--- config.mk ---
export PLATFORM = sky130hd
export DESIGN_NAME = smf_supply_monitor
export DESIGN_NICKNAME = d
export VERILOG_FILES = /design/src/design/smf_pkg.sv /design/src/design/smf_glitch_filter.sv /design/src/design/smf_supply_monitor.sv
export VERILOG_INCLUDE_DIRS = /design/src /design/src/design
export SDC_FILE = /design/constraint.sdc
export NUM_CORES = 1
export LEC_CHECK = 0
export ABC_AREA = 1
export BUFFER_PORTS_ARGS = -buffer_cell sky130_fd_sc_hd__buf_4
export CAP_MARGIN = 20
export CORE_MARGIN = 4
export CORE_UTILIZATION = 45
export DETAILED_ROUTE_END_ITERATION = 8
export GPL_ROUTABILITY_DRIVEN = 0
export PLACE_DENSITY = 0.66
export SLEW_MARGIN = 20
export SYNTH_ARGS = -nofsm -noshare
export SYNTH_HDL_FRONTEND = slang
export SYNTH_SLANG_ARGS = --single-unit
--- constraint.sdc ---
create_clock -name CLOCK -period 2.2 [get_ports CLOCK]
set_input_delay 0 -clock CLOCK [delete_from_list [all_inputs] [get_ports CLOCK]]
set_output_delay 0 -clock CLOCK [all_outputs]
set_load 0.01 [all_outputs]
--- src/design/smf_regs.svh ---
// Register offset, field positions, reset values and timing counts of the supply monitor
`ifndef SMF_REGS_SVH
`define SMF_REGS_SVH
`define SMF_CTRL_ADDR 8'hDF
`define SMF_CTRL_RESET 8'hDE
`define SMF_DTRIP_RESET 2'h3
`define SMF_ATRIP_RESET 2'h3
`define SMF_ENABLE_RESET 1'b0
`define SMF_BIT_DIG_OK 7
`define SMF_BIT_ANA_OK 6
`define SMF_BIT_FLAG 5
`define SMF_BIT_DTRIP_HI 4
`define SMF_BIT_DTRIP_LO 3
`define SMF_BIT_ATRIP_HI 2
`define SMF_BIT_ATRIP_LO 1
`define SMF_BIT_ENABLE 0
`define SMF_CLK_HZ 50000000
`define SMF_RECOVER_MS 250
`define SMF_RECOVER_CYCLES ((`SMF_CLK_HZ / 1000) * `SMF_RECOVER_MS)
`define SMF_GLITCH_CYCLES 4
`endif

--- src/design/smf_pkg.sv ---
// Types shared by the supply monitor flag logic
package smf_pkg;
   // Trip point selection codes
   typedef enum logic [1:0] {
      TRIP_4V63 = 2'h0,
      TRIP_3V08 = 2'h1,
      TRIP_2V93 = 2'h2,
      TRIP_2V63 = 2'h3
   } smf_trip_type;
   // Recovery sequencer states
   typedef enum logic [1:0] {
      ST_IDLE = 2'h0,
      ST_LOW = 2'h1,
      ST_RECOVER = 2'h2
   } smf_state_type;
endpackage

--- src/design/smf_glitch_filter.sv ---
// Synchroniser and glitch filter for one comparator output
`timescale 1ns/1ps
`include "smf_regs.svh"
module smf_glitch_filter #(
   parameter int FILTER_CYCLES = `SMF_GLITCH_CYCLES
) (
   input wire logic clk,
   input wire logic rst,
   input wire logic raw_in,
   output logic filt_q
);
   // Counter width
   localparam int CW = $clog2(FILTER_CYCLES + 1);
   // Refuse a filter too short to act
   if (FILTER_CYCLES < 1) begin : g_bad_filter
      $error("FILTER_CYCLES must be at least one");
   end
   logic sync1_q; // First stage, read only by second
   logic sync2_q; // Second stage
   logic [CW-1:0] cnt_q; // Cycles new level has held
   // Two-flop synchroniser
   always_ff @(posedge clk) begin
      if (rst) begin
         sync1_q <= 1'b1;
         sync2_q <= 1'b1;
      end else begin
         sync1_q <= raw_in;
         sync2_q <= sync1_q;
      end
   end
   // Output follows only a level held for the filter time
   always_ff @(posedge clk) begin
      if (rst) begin
         cnt_q <= '0;
         filt_q <= 1'b1;
      end else if (sync2_q == filt_q) begin
         cnt_q <= '0;
      end else if (cnt_q == CW'(FILTER_CYCLES - 1)) begin
         cnt_q <= '0;
         filt_q <= sync2_q;
      end else begin
         cnt_q <= cnt_q + CW'(1);
      end
   end
endmodule // smf_glitch_filter

--- src/design/smf_supply_monitor.sv ---
// Supply monitor control register, low-supply flag and 250 ms recovery timer
`timescale 1ns/1ps
`include "smf_regs.svh"
module smf_supply_monitor #(
   parameter int RECOVER_CYCLES = `SMF_RECOVER_CYCLES,
   parameter int FILTER_CYCLES = `SMF_GLITCH_CYCLES
) (
   input wire logic CLOCK,
   input wire logic RST,
   input wire logic DIG_CMP_IN,
   input wire logic ANA_CMP_IN,
   input wire logic IRQ_ENABLE,
   input wire logic [7:0] SFR_ADDR,
   input wire logic SFR_WR,
   input wire logic [7:0] SFR_WDATA,
   output logic [7:0] SFR_RDATA,
   output logic [1:0] DIG_TRIP_SEL,
   output logic [1:0] ANA_TRIP_SEL,
   output logic MONITOR_EN,
   output logic IRQ_REQ
);
   // Counter width
   localparam int RW = $clog2(RECOVER_CYCLES + 1);
   // Refuse counts the counter cannot hold
   if (RECOVER_CYCLES < 2) begin : g_bad_recover
      $error("RECOVER_CYCLES must be at least two");
   end
   // Refuse a filter the comparators cannot use
   if (FILTER_CYCLES < 1) begin : g_bad_filter
      $error("FILTER_CYCLES must be at least one");
   end
   logic dig_ok; // Filtered digital comparator
   logic ana_ok; // Filtered analog comparator
   logic dig_ok_q; // Digital comparator seen by software
   logic ana_ok_q; // Analog comparator seen by software
   logic flag_q; // Low-supply flag
   logic [1:0] dtrip_q; // Digital trip select
   logic [1:0] atrip_q; // Analog trip select
   logic en_q; // Monitor enable
   logic [RW-1:0] rec_q; // Recovery count
   smf_pkg::smf_state_type state_q; // Recovery state
   logic both_ok; // Both supplies above trip, or monitor disabled
   logic wr_hit; // Write to control register
   logic [1:0] cmp_raw; // Raw comparators, digital in bit 1
   logic [1:0] cmp_ok; // Filtered comparators, digital in bit 1
   logic expire; // Last cycle of the recovery interval

   // Recovery interval ends in this state at this count
   function automatic logic at_expiry(input smf_pkg::smf_state_type st,
      input logic [RW-1:0] cnt);
      at_expiry = (st == smf_pkg::ST_RECOVER) && (cnt == RW'(RECOVER_CYCLES - 1));
   endfunction

   // Both comparators good, always good when disabled
   assign both_ok = !en_q || (dig_ok && ana_ok);
   assign wr_hit = SFR_WR && (SFR_ADDR == `SMF_CTRL_ADDR);
   // Shared by the sequencer and the flag so both see one expiry
   assign expire = at_expiry(state_q, rec_q);
   assign cmp_raw = {DIG_CMP_IN, ANA_CMP_IN};
   assign dig_ok = cmp_ok[1];
   assign ana_ok = cmp_ok[0];

   // One synchroniser and glitch filter per comparator; raw pins feed nothing else
   for (genvar g = 0; g < 2; g++) begin : g_filt
      smf_glitch_filter #(.FILTER_CYCLES(FILTER_CYCLES)) u_filt (
         .clk(CLOCK),
         .rst(RST),
         .raw_in(cmp_raw[g]),
         .filt_q(cmp_ok[g])
      );
   end

   // Comparator status bits
   always_ff @(posedge CLOCK) begin
      if (RST) begin
         dig_ok_q <= 1'b1;
         ana_ok_q <= 1'b1;
      end else begin
         dig_ok_q <= dig_ok;
         ana_ok_q <= ana_ok;
      end
   end

   // Writable configuration fields; 5 V part ignores digital select downstream
   always_ff @(posedge CLOCK) begin
      if (RST) begin
         // Fields start as the register's documented reset value
         dtrip_q <= `SMF_DTRIP_RESET;
         atrip_q <= `SMF_ATRIP_RESET;
         en_q <= `SMF_ENABLE_RESET;
      end else if (wr_hit) begin
         dtrip_q <= SFR_WDATA[`SMF_BIT_DTRIP_HI:`SMF_BIT_DTRIP_LO];
         atrip_q <= SFR_WDATA[`SMF_BIT_ATRIP_HI:`SMF_BIT_ATRIP_LO];
         en_q <= SFR_WDATA[`SMF_BIT_ENABLE];
      end
   end

   // Recovery sequencer
   always_ff @(posedge CLOCK) begin
      if (RST) begin
         state_q <= smf_pkg::ST_IDLE;
         rec_q <= '0;
      end else begin
         unique case (state_q)
            smf_pkg::ST_IDLE: begin
               // Wait for a low supply
               if (!both_ok) begin
                  state_q <= smf_pkg::ST_LOW;
               end
            end
            smf_pkg::ST_LOW: begin
               // Both good again starts the count
               if (both_ok) begin
                  state_q <= smf_pkg::ST_RECOVER;
                  rec_q <= '0;
               end
            end
            smf_pkg::ST_RECOVER: begin
               if (!both_ok) begin
                  // Relapse restarts from scratch
                  state_q <= smf_pkg::ST_LOW;
                  rec_q <= '0;
               end else if (expire) begin
                  state_q <= smf_pkg::ST_IDLE;
                  rec_q <= '0;
               end else begin
                  rec_q <= rec_q + RW'(1);
               end
            end
            default: begin
               state_q <= smf_pkg::ST_IDLE;
            end
         endcase
      end
   end

   // Low-supply flag: any set beats any clear in the same cycle
   // A software set at expiry survives, so a request is never silently lost
   always_ff @(posedge CLOCK) begin
      if (RST) begin
         flag_q <= 1'b0;
      end else if (!both_ok) begin
         flag_q <= 1'b1;
      end else if (wr_hit && SFR_WDATA[`SMF_BIT_FLAG]) begin
         flag_q <= 1'b1;
      end else if (expire) begin
         flag_q <= 1'b0;
      end else if (wr_hit) begin
         flag_q <= 1'b0;
      end
   end

   // Registered outputs
   always_ff @(posedge CLOCK) begin
      if (RST) begin
         IRQ_REQ <= 1'b0;
         DIG_TRIP_SEL <= `SMF_DTRIP_RESET;
         ANA_TRIP_SEL <= `SMF_ATRIP_RESET;
         MONITOR_EN <= `SMF_ENABLE_RESET;
         SFR_RDATA <= `SMF_CTRL_RESET;
      end else begin
         IRQ_REQ <= flag_q && IRQ_ENABLE;
         DIG_TRIP_SEL <= dtrip_q;
         ANA_TRIP_SEL <= atrip_q;
         MONITOR_EN <= en_q;
         SFR_RDATA <= {dig_ok_q, ana_ok_q, flag_q, dtrip_q, atrip_q, en_q};
      end
   end

   // Low supply seen by the enabled monitor sets the flag next cycle
   flag_set_a: assert property (@(posedge CLOCK) disable iff (RST)
      !both_ok |=> flag_q) else $error("flag not set on low supply");
   // Flag never drops while the enabled monitor sees a supply low
   no_clear_low_a: assert property (@(posedge CLOCK) disable iff (RST)
      (flag_q && !both_ok) |=> flag_q) else $error("flag cleared while low");
   // Software write of one always lands, even at expiry
   sw_set_a: assert property (@(posedge CLOCK) disable iff (RST)
      (wr_hit && SFR_WDATA[`SMF_BIT_FLAG]) |=> flag_q) else $error("flag set write lost");
   // Interrupt follows flag and enable
   irq_gate_a: assert property (@(posedge CLOCK) disable iff (RST)
      IRQ_REQ == $past(flag_q && IRQ_ENABLE)) else $error("irq gating wrong");
   // Relapse returns to waiting state
   relapse_restart_a: assert property (@(posedge CLOCK) disable iff (RST)
      (state_q == smf_pkg::ST_RECOVER && !both_ok) |=> (state_q == smf_pkg::ST_LOW && rec_q == '0))
      else $error("relapse did not restart");
   // Expiry clears flag and goes idle, unless software sets it that cycle
   expiry_clear_a: assert property (@(posedge CLOCK) disable iff (RST)
      (state_q == smf_pkg::ST_RECOVER && both_ok && rec_q == RW'(RECOVER_CYCLES - 1)
      && !(wr_hit && SFR_WDATA[`SMF_BIT_FLAG])) |=> (!flag_q && state_q == smf_pkg::ST_IDLE))
      else $error("expiry did not clear");
   // Recovery begins when supplies return
   recover_start_a: assert property (@(posedge CLOCK) disable iff (RST)
      (state_q == smf_pkg::ST_LOW && both_ok) |=> (state_q == smf_pkg::ST_RECOVER && rec_q == '0))
      else $error("recovery not started");
   // Status bits follow filtered comparators
   status_bits_a: assert property (@(posedge CLOCK) disable iff (RST)
      ##2 SFR_RDATA[7:6] == $past({dig_ok, ana_ok}, 2)) else $error("status bits wrong");
   // Written config reaches register
   cfg_write_a: assert property (@(posedge CLOCK) disable iff (RST)
      wr_hit |=> (en_q == $past(SFR_WDATA[0]) && atrip_q == $past(SFR_WDATA[2:1])
      && dtrip_q == $past(SFR_WDATA[4:3]))) else $error("config write lost");
   // Analog side sees the fields one cycle after the register
   trip_out_a: assert property (@(posedge CLOCK) disable iff (RST)
      ##1 (DIG_TRIP_SEL == $past(dtrip_q) && ANA_TRIP_SEL == $past(atrip_q)
      && MONITOR_EN == $past(en_q))) else $error("trip outputs stale");
   // Disabled monitor never sets flag by itself
   disabled_quiet_a: assert property (@(posedge CLOCK) disable iff (RST)
      (!en_q && !flag_q && !wr_hit) |=> !flag_q) else $error("flag set while disabled");

   // Main scenarios
   low_event_c: cover property (@(posedge CLOCK) disable iff (RST) $rose(flag_q));
   recovered_c: cover property (@(posedge CLOCK) disable iff (RST) $fell(flag_q) && !$past(wr_hit));
   relapse_c: cover property (@(posedge CLOCK) disable iff (RST)
      state_q == smf_pkg::ST_RECOVER && !both_ok);
   irq_c: cover property (@(posedge CLOCK) disable iff (RST) $rose(IRQ_REQ));
endmodule // smf_supply_monitor

==> flow_summary_export.csv, run 1 <==
group,metric,value,unit
cells_and_area,drive_gt1_frac,0.198,
setup_path,rr_endpoint,"rec_q[20]",
drt,ant_nets,0,
clock_network,clockBufferDepth,2,
sta,finClkSkew,9.65,ps
floorplanning,ios,36,
cells_and_area,final_area,3060,µm²
clock_network,clock_latency,310,ps
setup_path,crit_end,"rec_q[20]",
sta,hold_viol,0,
global_route,grt_pass1_vias,2138,
clock_network,htreeDepth,2,
cells_and_area,area_growth,18.1,%
drt,wirelength,5240,µm
cells_and_area,layout_common_cells,"nand2_1, nor2_1, dfxtp_1",
place,place_area,2850,µm²
sta,fin_hold_ws,38.1,ps
yosys,syn_area,2590,µm²
clock_network,postCtsHoldBufs,9,
clock_network,cts_tree,"yes",
drt,drt-met1-wl,2550,µm
drt,via_per_inst,4.75,
setup_path,start_kind,"register",
floorplanning,dieArea,7020,µm²
sta,setup_viol_count_final,0,
cells_and_area,fin_util,0.551,
global_route,grt_max_degree,28,
yosys,seq_area_frac_synth,0.426,
sta,slew_violations,0,
floorplanning,initial_core_util,0.467,
sta,fin_crit,1660,ps
setup_path,cp_slowest_stage_delay,390,ps
cells_and_area,nNetsFinal,419,
setup_path,cp.required,2400,ps
clock_network,cts_setup_buffers,0,
yosys,yosysTopAreaCellShare,0.426,
sta,fin_crit_sh,0.752,
drt,drcViolationCount,0,
cells_and_area,n_antenna_cell,0,
setup_path,r2r_slack,540,ps
global_route,overflow,0,
floorplanning,core-area,5540,µm²
floorplanning,rows,27,
yosys,synth_cells,354,
setup_path,path_max_fanout,4,
drt,wl_per_cell,11.3,µm
clock_network,ctsResizeCount,0,
yosys,synth_seq_cells,55,
setup_path,r2r-start,"rec_q[1]",
drt,initialDrtViolationCount,132,
floorplanning,die_h,83.8,µm
place,dp_slack,598,ps
drt,drt_pass1_iterations,4,
global_route,grt_first_pass_wirelength,9580,µm
hold_path,hp-class,"in -> reg",
cells_and_area,layout_commonest_cell,"nand2_1",
setup_path,worstPathCellList,"ha_1 -> nand2_2 -> nor2_4 -> nand2_2 -> nor3_1 -> nand3_1 -> nand3_1 -> nor2_1",
sta,max_slew.worst_pin.slew,708,ps
drt,wl_met3,196,µm
setup_path,reg2regPathDepth,8,
drt,met2WireLength,2450,µm
global_route,antenna_found_initial,0,
place,dp.final_hpwl,3810,µm
clock_network,clk_pin_slew_worst_paths,100,ps
drt,top_layer_used,"met4",
setup_path,crit_family,"simple AND/OR/NAND/NOR gates",
sta,rsz0062_at_grt,"no",
yosys,ys_warn_count,0,
setup_path,worst-path-stages,8,
pwr,powerDensity,578,nW/µm²
sta,max-slew-margin-rel,0.528,
setup_path,cp-startpoint,"rec_q[1]",
sta,worst_slack,545,ps
setup_path,worst_setup_path_end_kind,"register",
pwr,power_leakage,1.24,nW
yosys,yosysTopAreaCell,"dfxtp_1",
clock_network,clkSinkCount,55,
yosys,syn_nets,381,
global_route,grt_usage,0.163,
place,io_buffers,33,
pwr,vdd_drop_max,0.348,mV
hold_path,hold_start,"RST",
clock_network,cts_inserted_buffers,5,
sta,setup_tns,0,ps
yosys,synth.avg_cell_area,7.31,µm²
setup_path,path_class,"reg -> reg",
setup_path,slowest_stage,"dfxtp_1",
sta,fmax,0.604,GHz
yosys,yosysUniqueCellTypes,30,
status,status,"complete, no violations",
cells_and_area,fillers,536,
setup_path,cp_data_arrival_time,1850,ps
floorplanning,fp.dieW,83.8,µm
job,drv_cap,0,
drt,via_count,2211,
yosys,synth_area_leaders,"dfxtp_1, nand2_1, nor2_1, inv_1, nand3_1",
clock_network,clockRootBuffer,"clkbuf_8",
setup_path,crit_buf_inv,0,
## cell type report
cell class / count / area (µm²) / area share
multi-input cells: 244 / 1240 / 0.407
flip-flops and latches: 55 / 1100 / 0.360
repair buffers: 42 / 338 / 0.111
inverters: 44 / 165 / 0.0541
well taps: 72 / 90.1 / 0.0295
clock buffers: 5 / 68.8 / 0.0225
clock inverters: 3 / 50.0 / 0.0164
## per-stage QoR
stage | instances | power (mW)
after global routing | 465 | 1.84
after global placement | 448 | 1.08
after detailed placement | 448 | 1.08
final | 465 | 1.77
after CTS | 465 | 1.79
after floorplan | 354 | 1.05
## synth_stat cells
library cell	instances
o21a_1	3
buf_4	5
buf_2	1
a21oi_1	14
nor3b_1	1
xor2_1	6
nand4_1	3
nor2_1	58
o211ai_1	4
buf_12	1
dfxtp_1	55
inv_1	42
o21ai_0	5
nor2_4	3
nand3b_1	2
nor2_2	8
o22ai_1	1
clkbuf_1	4
o21ai_1	3
clkinv_1	1
nor3_1	3
ha_1	5
or2_2	10
inv_2	1
a31oi_1	1
nand2_1	67
nand2_2	10
and3_1	1
nand3_1	31
nand2_4	5
## power breakdown
| part | internal [mW] | switching [mW] | leakage, nW |
|---|---|---|---|
| Clock | 0.351 | 0.348 | 0.0607 |
| Combinational | 0.0392 | 0.0259 | 0.736 |
| Sequential | 1.00 | 0.00212 | 0.445 |
## registers in the layout, summed over array words and instances (netlist names), 2 cells and up
name                   flops
g_filt.u_filt.filt_q       2
g_filt.u_filt.sync1_q      2
g_filt.u_filt.sync2_q      2
dtrip_q                    2
rec_q                     24
atrip_q                    2
state_q                    2
SFR_RDATA                  8
g_filt.u_filt.cnt_q        6
## routing by layer
metal  GRT usage  vias up
met4      0.0424        0
li1            -     1172
met2       0.268       34
met1       0.215      999
met3      0.0365        6
met5           0        -
## how the worst min path moves through the flow
stage	slack (ps)	cells past startpoint	to
floorplan	100	1	g_filt[0].u_filt.sync1_q
global placement	190	2	g_filt[0].u_filt.sync1_q
detailed placement	190	2	g_filt[0].u_filt.sync1_q
CTS	30	2	rec_q[23]
global route	50	2	IRQ_REQ
finish	40	2	rec_q[23]
## cell families after synthesis
logic type / after synthesis / synth area share
buffers and inverters: 55 / 0.0939
AOI/OAI and AO/OA: 31 / 0.0677
DFF: 55 / 0.426
xor gates and xnor gates: 6 / 0.0203
adders and majority gates: 5 / 0.0242
and+or+nand+nor: 202 / 0.368
(Power assumes the default switching activity.)
==> run 2, diff against run 1 <==
Clock period 2.2 ns to 1.6 ns, I/O delays scaled along.
==> run 2 against run 1 <==
  * Wire length up 3.7%
  * First-iteration DRC count down 6.8%
  * Via count up 2.4%
  * Non-clock buffer count up 13
  * Sequential share of layout area down 1.5 points
  * Register-to-register slack worse by 420 ps
  * Sequential power up 38%
  * Maximum frequency up 12%
  * Critical path type unchanged
  * Worst hold slack worse by 14 ps
==> flow_summary_export.csv, run 2 (synthesized netlist as in run 1, its figures left out) <==
group,metric,value,unit
sta,max_slew.worst_pin.slew,366,ps
floorplanning,fp.dieW,83.8,µm
clock_network,clockRootBuffer,"clkbuf_8",
sta,fin_crit,1480,ps
sta,fin_crit_sh,0.923,
cells_and_area,area_growth,23.9,%
drt,initialDrtViolationCount,123,
drt,wirelength,5440,µm
floorplanning,rows,27,
clock_network,clk_pin_slew_worst_paths,100,ps
setup_path,cp_data_arrival_time,1690,ps
floorplanning,dieArea,7020,µm²
pwr,power_leakage,1.33,nW
setup_path,path_class,"reg -> reg",
cells_and_area,layout_commonest_cell,"nand2_1",
setup_path,start_kind,"register",
clock_network,cts_tree,"yes",
hold_path,hp-class,"in -> reg",
drt,wl_per_cell,11.4,µm
setup_path,path_max_fanout,5,
status,status,"complete, no violations",
clock_network,clkSinkCount,55,
drt,drcViolationCount,0,
sta,slew_violations,0,
setup_path,cp-startpoint,"rec_q[0]",
clock_network,cts_inserted_buffers,5,
global_route,grt_pass1_vias,2197,
place,dp.final_hpwl,4010,µm
cells_and_area,n_antenna_cell,0,
cells_and_area,drive_gt1_frac,0.251,
setup_path,worst_setup_path_end_kind,"register",
cells_and_area,top_register,"rec_q",
sta,hold_viol,0,
sta,worst_slack,124,ps
cells_and_area,nNetsFinal,432,
drt,ant_nets,0,
cells_and_area,largest_reg_flops,24,
sta,rsz0062_at_grt,"no",
floorplanning,initial_core_util,0.467,
clock_network,htreeDepth,2,
setup_path,cp.required,1810,ps
drt,via_count,2265,
cells_and_area,multi_input_area,1290,µm²
global_route,grt_first_pass_wirelength,9610,µm
pwr,vdd_drop_max,0.509,mV
sta,fmax,0.677,GHz
sta,setup_viol_count_final,0,
clock_network,clockBufferDepth,2,
sta,setup_tns,0,ps
cells_and_area,fillers,537,
clock_network,cts_setup_buffers,0,
floorplanning,core-area,5540,µm²
floorplanning,die_h,83.8,µm
global_route,overflow,0,
place,io_buffers,33,
global_route,grt_usage,0.161,
sta,max-slew-margin-rel,0.756,
floorplanning,ios,36,
cells_and_area,layout_common_cells,"nand2_1, nor2_1, dfxtp_1",
global_route,grt_max_degree,28,
cells_and_area,top_regs,"rec_q (24), SFR_RDATA (8), g_filt.u_filt.cnt_q (6)",
setup_path,r2r_slack,120,ps
cells_and_area,layout.area.seq,1110,µm²
setup_path,r2r-start,"rec_q[0]",
setup_path,reg2regPathDepth,9,
pwr,powerDensity,759,nW/µm²
place,dp_slack,81.6,ps
setup_path,crit_end,"rec_q[16]",
drt,via_per_inst,4.74,
clock_network,clock_latency,310,ps
drt,drt_pass1_iterations,4,
setup_path,rr_endpoint,"rec_q[16]",
sta,finClkSkew,6.61,ps
job,drv_cap,0,
global_route,antenna_found_initial,0,
==> run 2: cell count changes in the layout (fill, tap and decap cells not counted), moves of 2 or more <==
cell | before | now
buf_4 | 33 | 46
dfxtp_1 | 55 | 51
dfxtp_2 | 0 | 4
nor2_1 | 58 | 55
nor2_2 | 8 | 10
==> run 2: through the flow <==
stage | std cells | total power, mW | util | hold WS [ps] | area, µm²
finish | 478 | 2.43 | 0.578 | 24.1 | 3200
CTS | 478 | 2.47 | 0.569 | 22.4 | 3150
detailed placement | 461 | 1.49 | 0.531 | 188 | 2940
global placement | 461 | 1.48 | 0.531 | 186 | 2940
floorplan | 354 | 1.44 | - | 104 | 2590
global route | 478 | 2.54 | 0.578 | 27.6 | 3200
==> run 2: final cells by class <==
class	count	area share
Clock buffer	5	0.0215
Timing Repair Buffer	55	0.136
Clock inverter	3	0.0156
Sequential cell	55	0.345
Inverter	44	0.0516
Tap cell	72	0.0281
Multi-Input combinational cell	244	0.402
==> run 2: worst min path at each step <==
stage,from,to,slack [ps],depth (start not counted)
after detailed placement,ANA_CMP_IN,g_filt[0].u_filt.sync1_q,190,2
after global placement,ANA_CMP_IN,g_filt[0].u_filt.sync1_q,190,2
after global routing,RST,SFR_RDATA[5],30,2
after CTS,RST,SFR_RDATA[5],20,2
final,RST,IRQ_REQ,20,2
after floorplan,ANA_CMP_IN,g_filt[0].u_filt.sync1_q,100,1
==> run 2: layer usage <==
| layer | global-route usage | part of all wire | wire length [µm] |
|---|---|---|---|
| met1 | 0.213 | 0.47 | 2530 |
| met2 | 0.272 | 0.49 | 2650 |
| met3 | 0.0375 | 0.041 | 222 |
| met4 | 0.0263 | 0.0050 | 27 |
| met5 | 0 | 0 | 0 |
==> run 2: where the power goes <==
group / internal, mW / leakage (nW) / switching [mW] / total, mW
clock: 0.483 / 0.0607 / 0.479 / 0.962
sequential: 1.37 / 0.445 / 0.00290 / 1.38
combinational: 0.0572 / 0.822 / 0.0362 / 0.0934
total: 1.92 / 1.33 / 0.518 / 2.43
==> run 2: timing repair <==
| action | CTS | global route |
|---|---|---|
| endpoints found under the setup margin | 0 | 16 |
| hold endpoints to repair | 9 | 0 |
| gates resized for setup | 0 | 15 |
| hold buffers | 9 | 0 |
==> run 2: worst max-delay path, stage by stage (launching register included) <==
cell and delay [ps]:
dfxtp_2 360, ha_2 190, nand2_2 80, nor2_4 120, nand2_4 90, nor2_4 100
nand2_2 120, nor2_2 110, xor2_1 140, nor2_1 60
==> run 3, diff against run 2 <==
Settings changed: CTS_CLUSTER_SIZE set to 20, HOLD_SLACK_MARGIN set to 0.05, SLEW_MARGIN 20 to not set.
==> run 3 against run 2 <==
  * Power rose by 0.18%
  * Register-to-register slack barely moved
  * Setup slack improved by 14 ps
  * Die area did not move
  * Combinational power rose by 3.2%
==> flow_summary_export.csv, run 3 (synthesized netlist as in run 1, its figures left out) <==
group,metric,value,unit
global_route,overflow,0,
drt,drt_pass1_iterations,4,
drt,ant_nets,0,
global_route,grt_max_degree,28,
clock_network,cts_tree,"yes",
clock_network,cts_inserted_buffers,5,
sta,setup_tns,0,ps
setup_path,cp_data_arrival_time,1670,ps
setup_path,cp.required,1810,ps
cells_and_area,drive_gt1_frac,0.248,
drt,initialDrtViolationCount,112,
setup_path,worst_setup_path_end_kind,"register",
cells_and_area,top_register,"rec_q",
sta,fmax,0.684,GHz
cells_and_area,fillers,542,
floorplanning,initial_core_util,0.467,
clock_network,clk_pin_slew_worst_paths,110,ps
sta,max-slew-margin-rel,0.759,
global_route,grt_usage,0.164,
setup_path,start_kind,"register",
job,drv_cap,0,
sta,slew_violations,0,
sta,finClkSkew,7.58,ps
drt,drcViolationCount,0,
drt,via_count,2247,
setup_path,path_max_fanout,10,
clock_network,clockBufferDepth,2,
pwr,vdd_drop_max,0.470,mV
place,io_buffers,33,
cells_and_area,area_growth,24.3,%
place,dp.final_hpwl,4010,µm
drt,wirelength,5460,µm
clock_network,clockRootBuffer,"clkbuf_8",
clock_network,htreeDepth,2,
sta,rsz0062_at_grt,"no",
pwr,powerDensity,758,nW/µm²
hold_path,hold_start,"SFR_ADDR[5]",
cells_and_area,nNetsFinal,434,
cells_and_area,top_regs,"rec_q (24), SFR_RDATA (8), g_filt.u_filt.cnt_q (6)",
sta,max_slew.worst_pin.slew,362,ps
clock_network,cts_setup_buffers,0,
cells_and_area,n_antenna_cell,0,
hold_path,hp-class,"in -> reg",
floorplanning,dieArea,7020,µm²
sta,fin_crit,1460,ps
drt,via_per_inst,4.68,
floorplanning,die_h,83.8,µm
pwr,power_leakage,1.34,nW
setup_path,cp-startpoint,"rec_q[13]",
drt,wl_per_cell,11.4,µm
floorplanning,ios,36,
global_route,antenna_found_initial,0,
clock_network,clkSinkCount,55,
setup_path,r2r-start,"rec_q[13]",
sta,hold_viol,0,
cells_and_area,layout_commonest_cell,"nand2_1",
global_route,grt_first_pass_wirelength,9740,µm
floorplanning,fp.dieW,83.8,µm
global_route,grt_pass1_vias,2211,
cells_and_area,largest_reg_flops,24,
floorplanning,rows,27,
status,status,"complete, no violations",
setup_path,path_class,"reg -> reg",
floorplanning,core-area,5540,µm²
clock_network,clock_latency,310,ps
place,place_area,2940,µm²
cells_and_area,layout_common_cells,"nand2_1, nor2_1, dfxtp_1",
sta,setup_viol_count_final,0,
sta,fin_crit_sh,0.914,
cells_and_area,final_area,3210,µm²
[run 3: changes by cell type in the layout (fill, tap and decap cells not counted)]
cell           previous run  this run
o21ai_1                   2         3
nor2_2                   10        11
dlygate4sd3_1             9        11
nor2_4                    4         3
o21ai_2                   1         0
[run 3: repair_timing]
| item | 4_1_cts | 5_1_grt |
|---|---|---|
| endpoints found under the hold margin | 19 | 0 |
| endpoints found under the setup margin | 0 | 16 |
| gates resized for setup | 0 | 13 |
| hold buffers | 11 | 0 |
[run 3: per-layer routing]
metal / global-route usage / vias up / part of all wire
met4: 0.0263 / 0 / 0.0035
met1: 0.217 / 1007 / 0.47
li1: - / 1211 / -
met3: 0.0375 / 4 / 0.038
met5: 0 / - / 0
met2: 0.278 / 25 / 0.49
[run 3: critical path: stages (launching register included)]
cell and delay (ps):
dfxtp_1 390, nand2_1 90, nor2_1 140, nand2_1 100, nor2_1 100, nand2_1 110
nand2_4 140, nand2_4 120, nand2_2 110, nor2_1 60
[run 3: power breakdown]
part | leakage (nW) | internal (mW) | switching, mW
Combinational | 0.830 | 0.0589 | 0.0376
Sequential | 0.445 | 1.37 | 0.00293
Clock | 0.0607 | 0.483 | 0.480
[run 3: area by class of cell]
type / instances / area, µm² / area share
multi-input combinational: 244 / 1280 / 0.398
sequential: 55 / 1110 / 0.344
timing repair buffer: 57 / 455 / 0.142
clock inverter: 3 / 50.0 / 0.0156
inverter: 44 / 165 / 0.0514
clock buffer: 5 / 68.8 / 0.0214
tap: 72 / 90.1 / 0.0280
[run 3: final timing paths]
check	endpoint	slack, ps	depth (start not counted)
hold reg to reg	SFR_RDATA[6]	420	1
setup / recovery	rec_q[16]	140	9
setup reg to reg	rec_q[16]	140	9
hold / removal	en_q	120	4
[run 3: per-stage QoR]
step	utilization	std cells	power [mW]	worst slack (ps)	hold slack, ps
detailed placement	0.531	461	1.49	81.6	188
global placement	0.531	461	1.48	116	186
global route	0.580	480	2.54	0.663	138
floorplan	-	354	1.44	210	104
finish	0.580	480	2.44	138	116
CTS	0.573	480	2.47	55.2	110
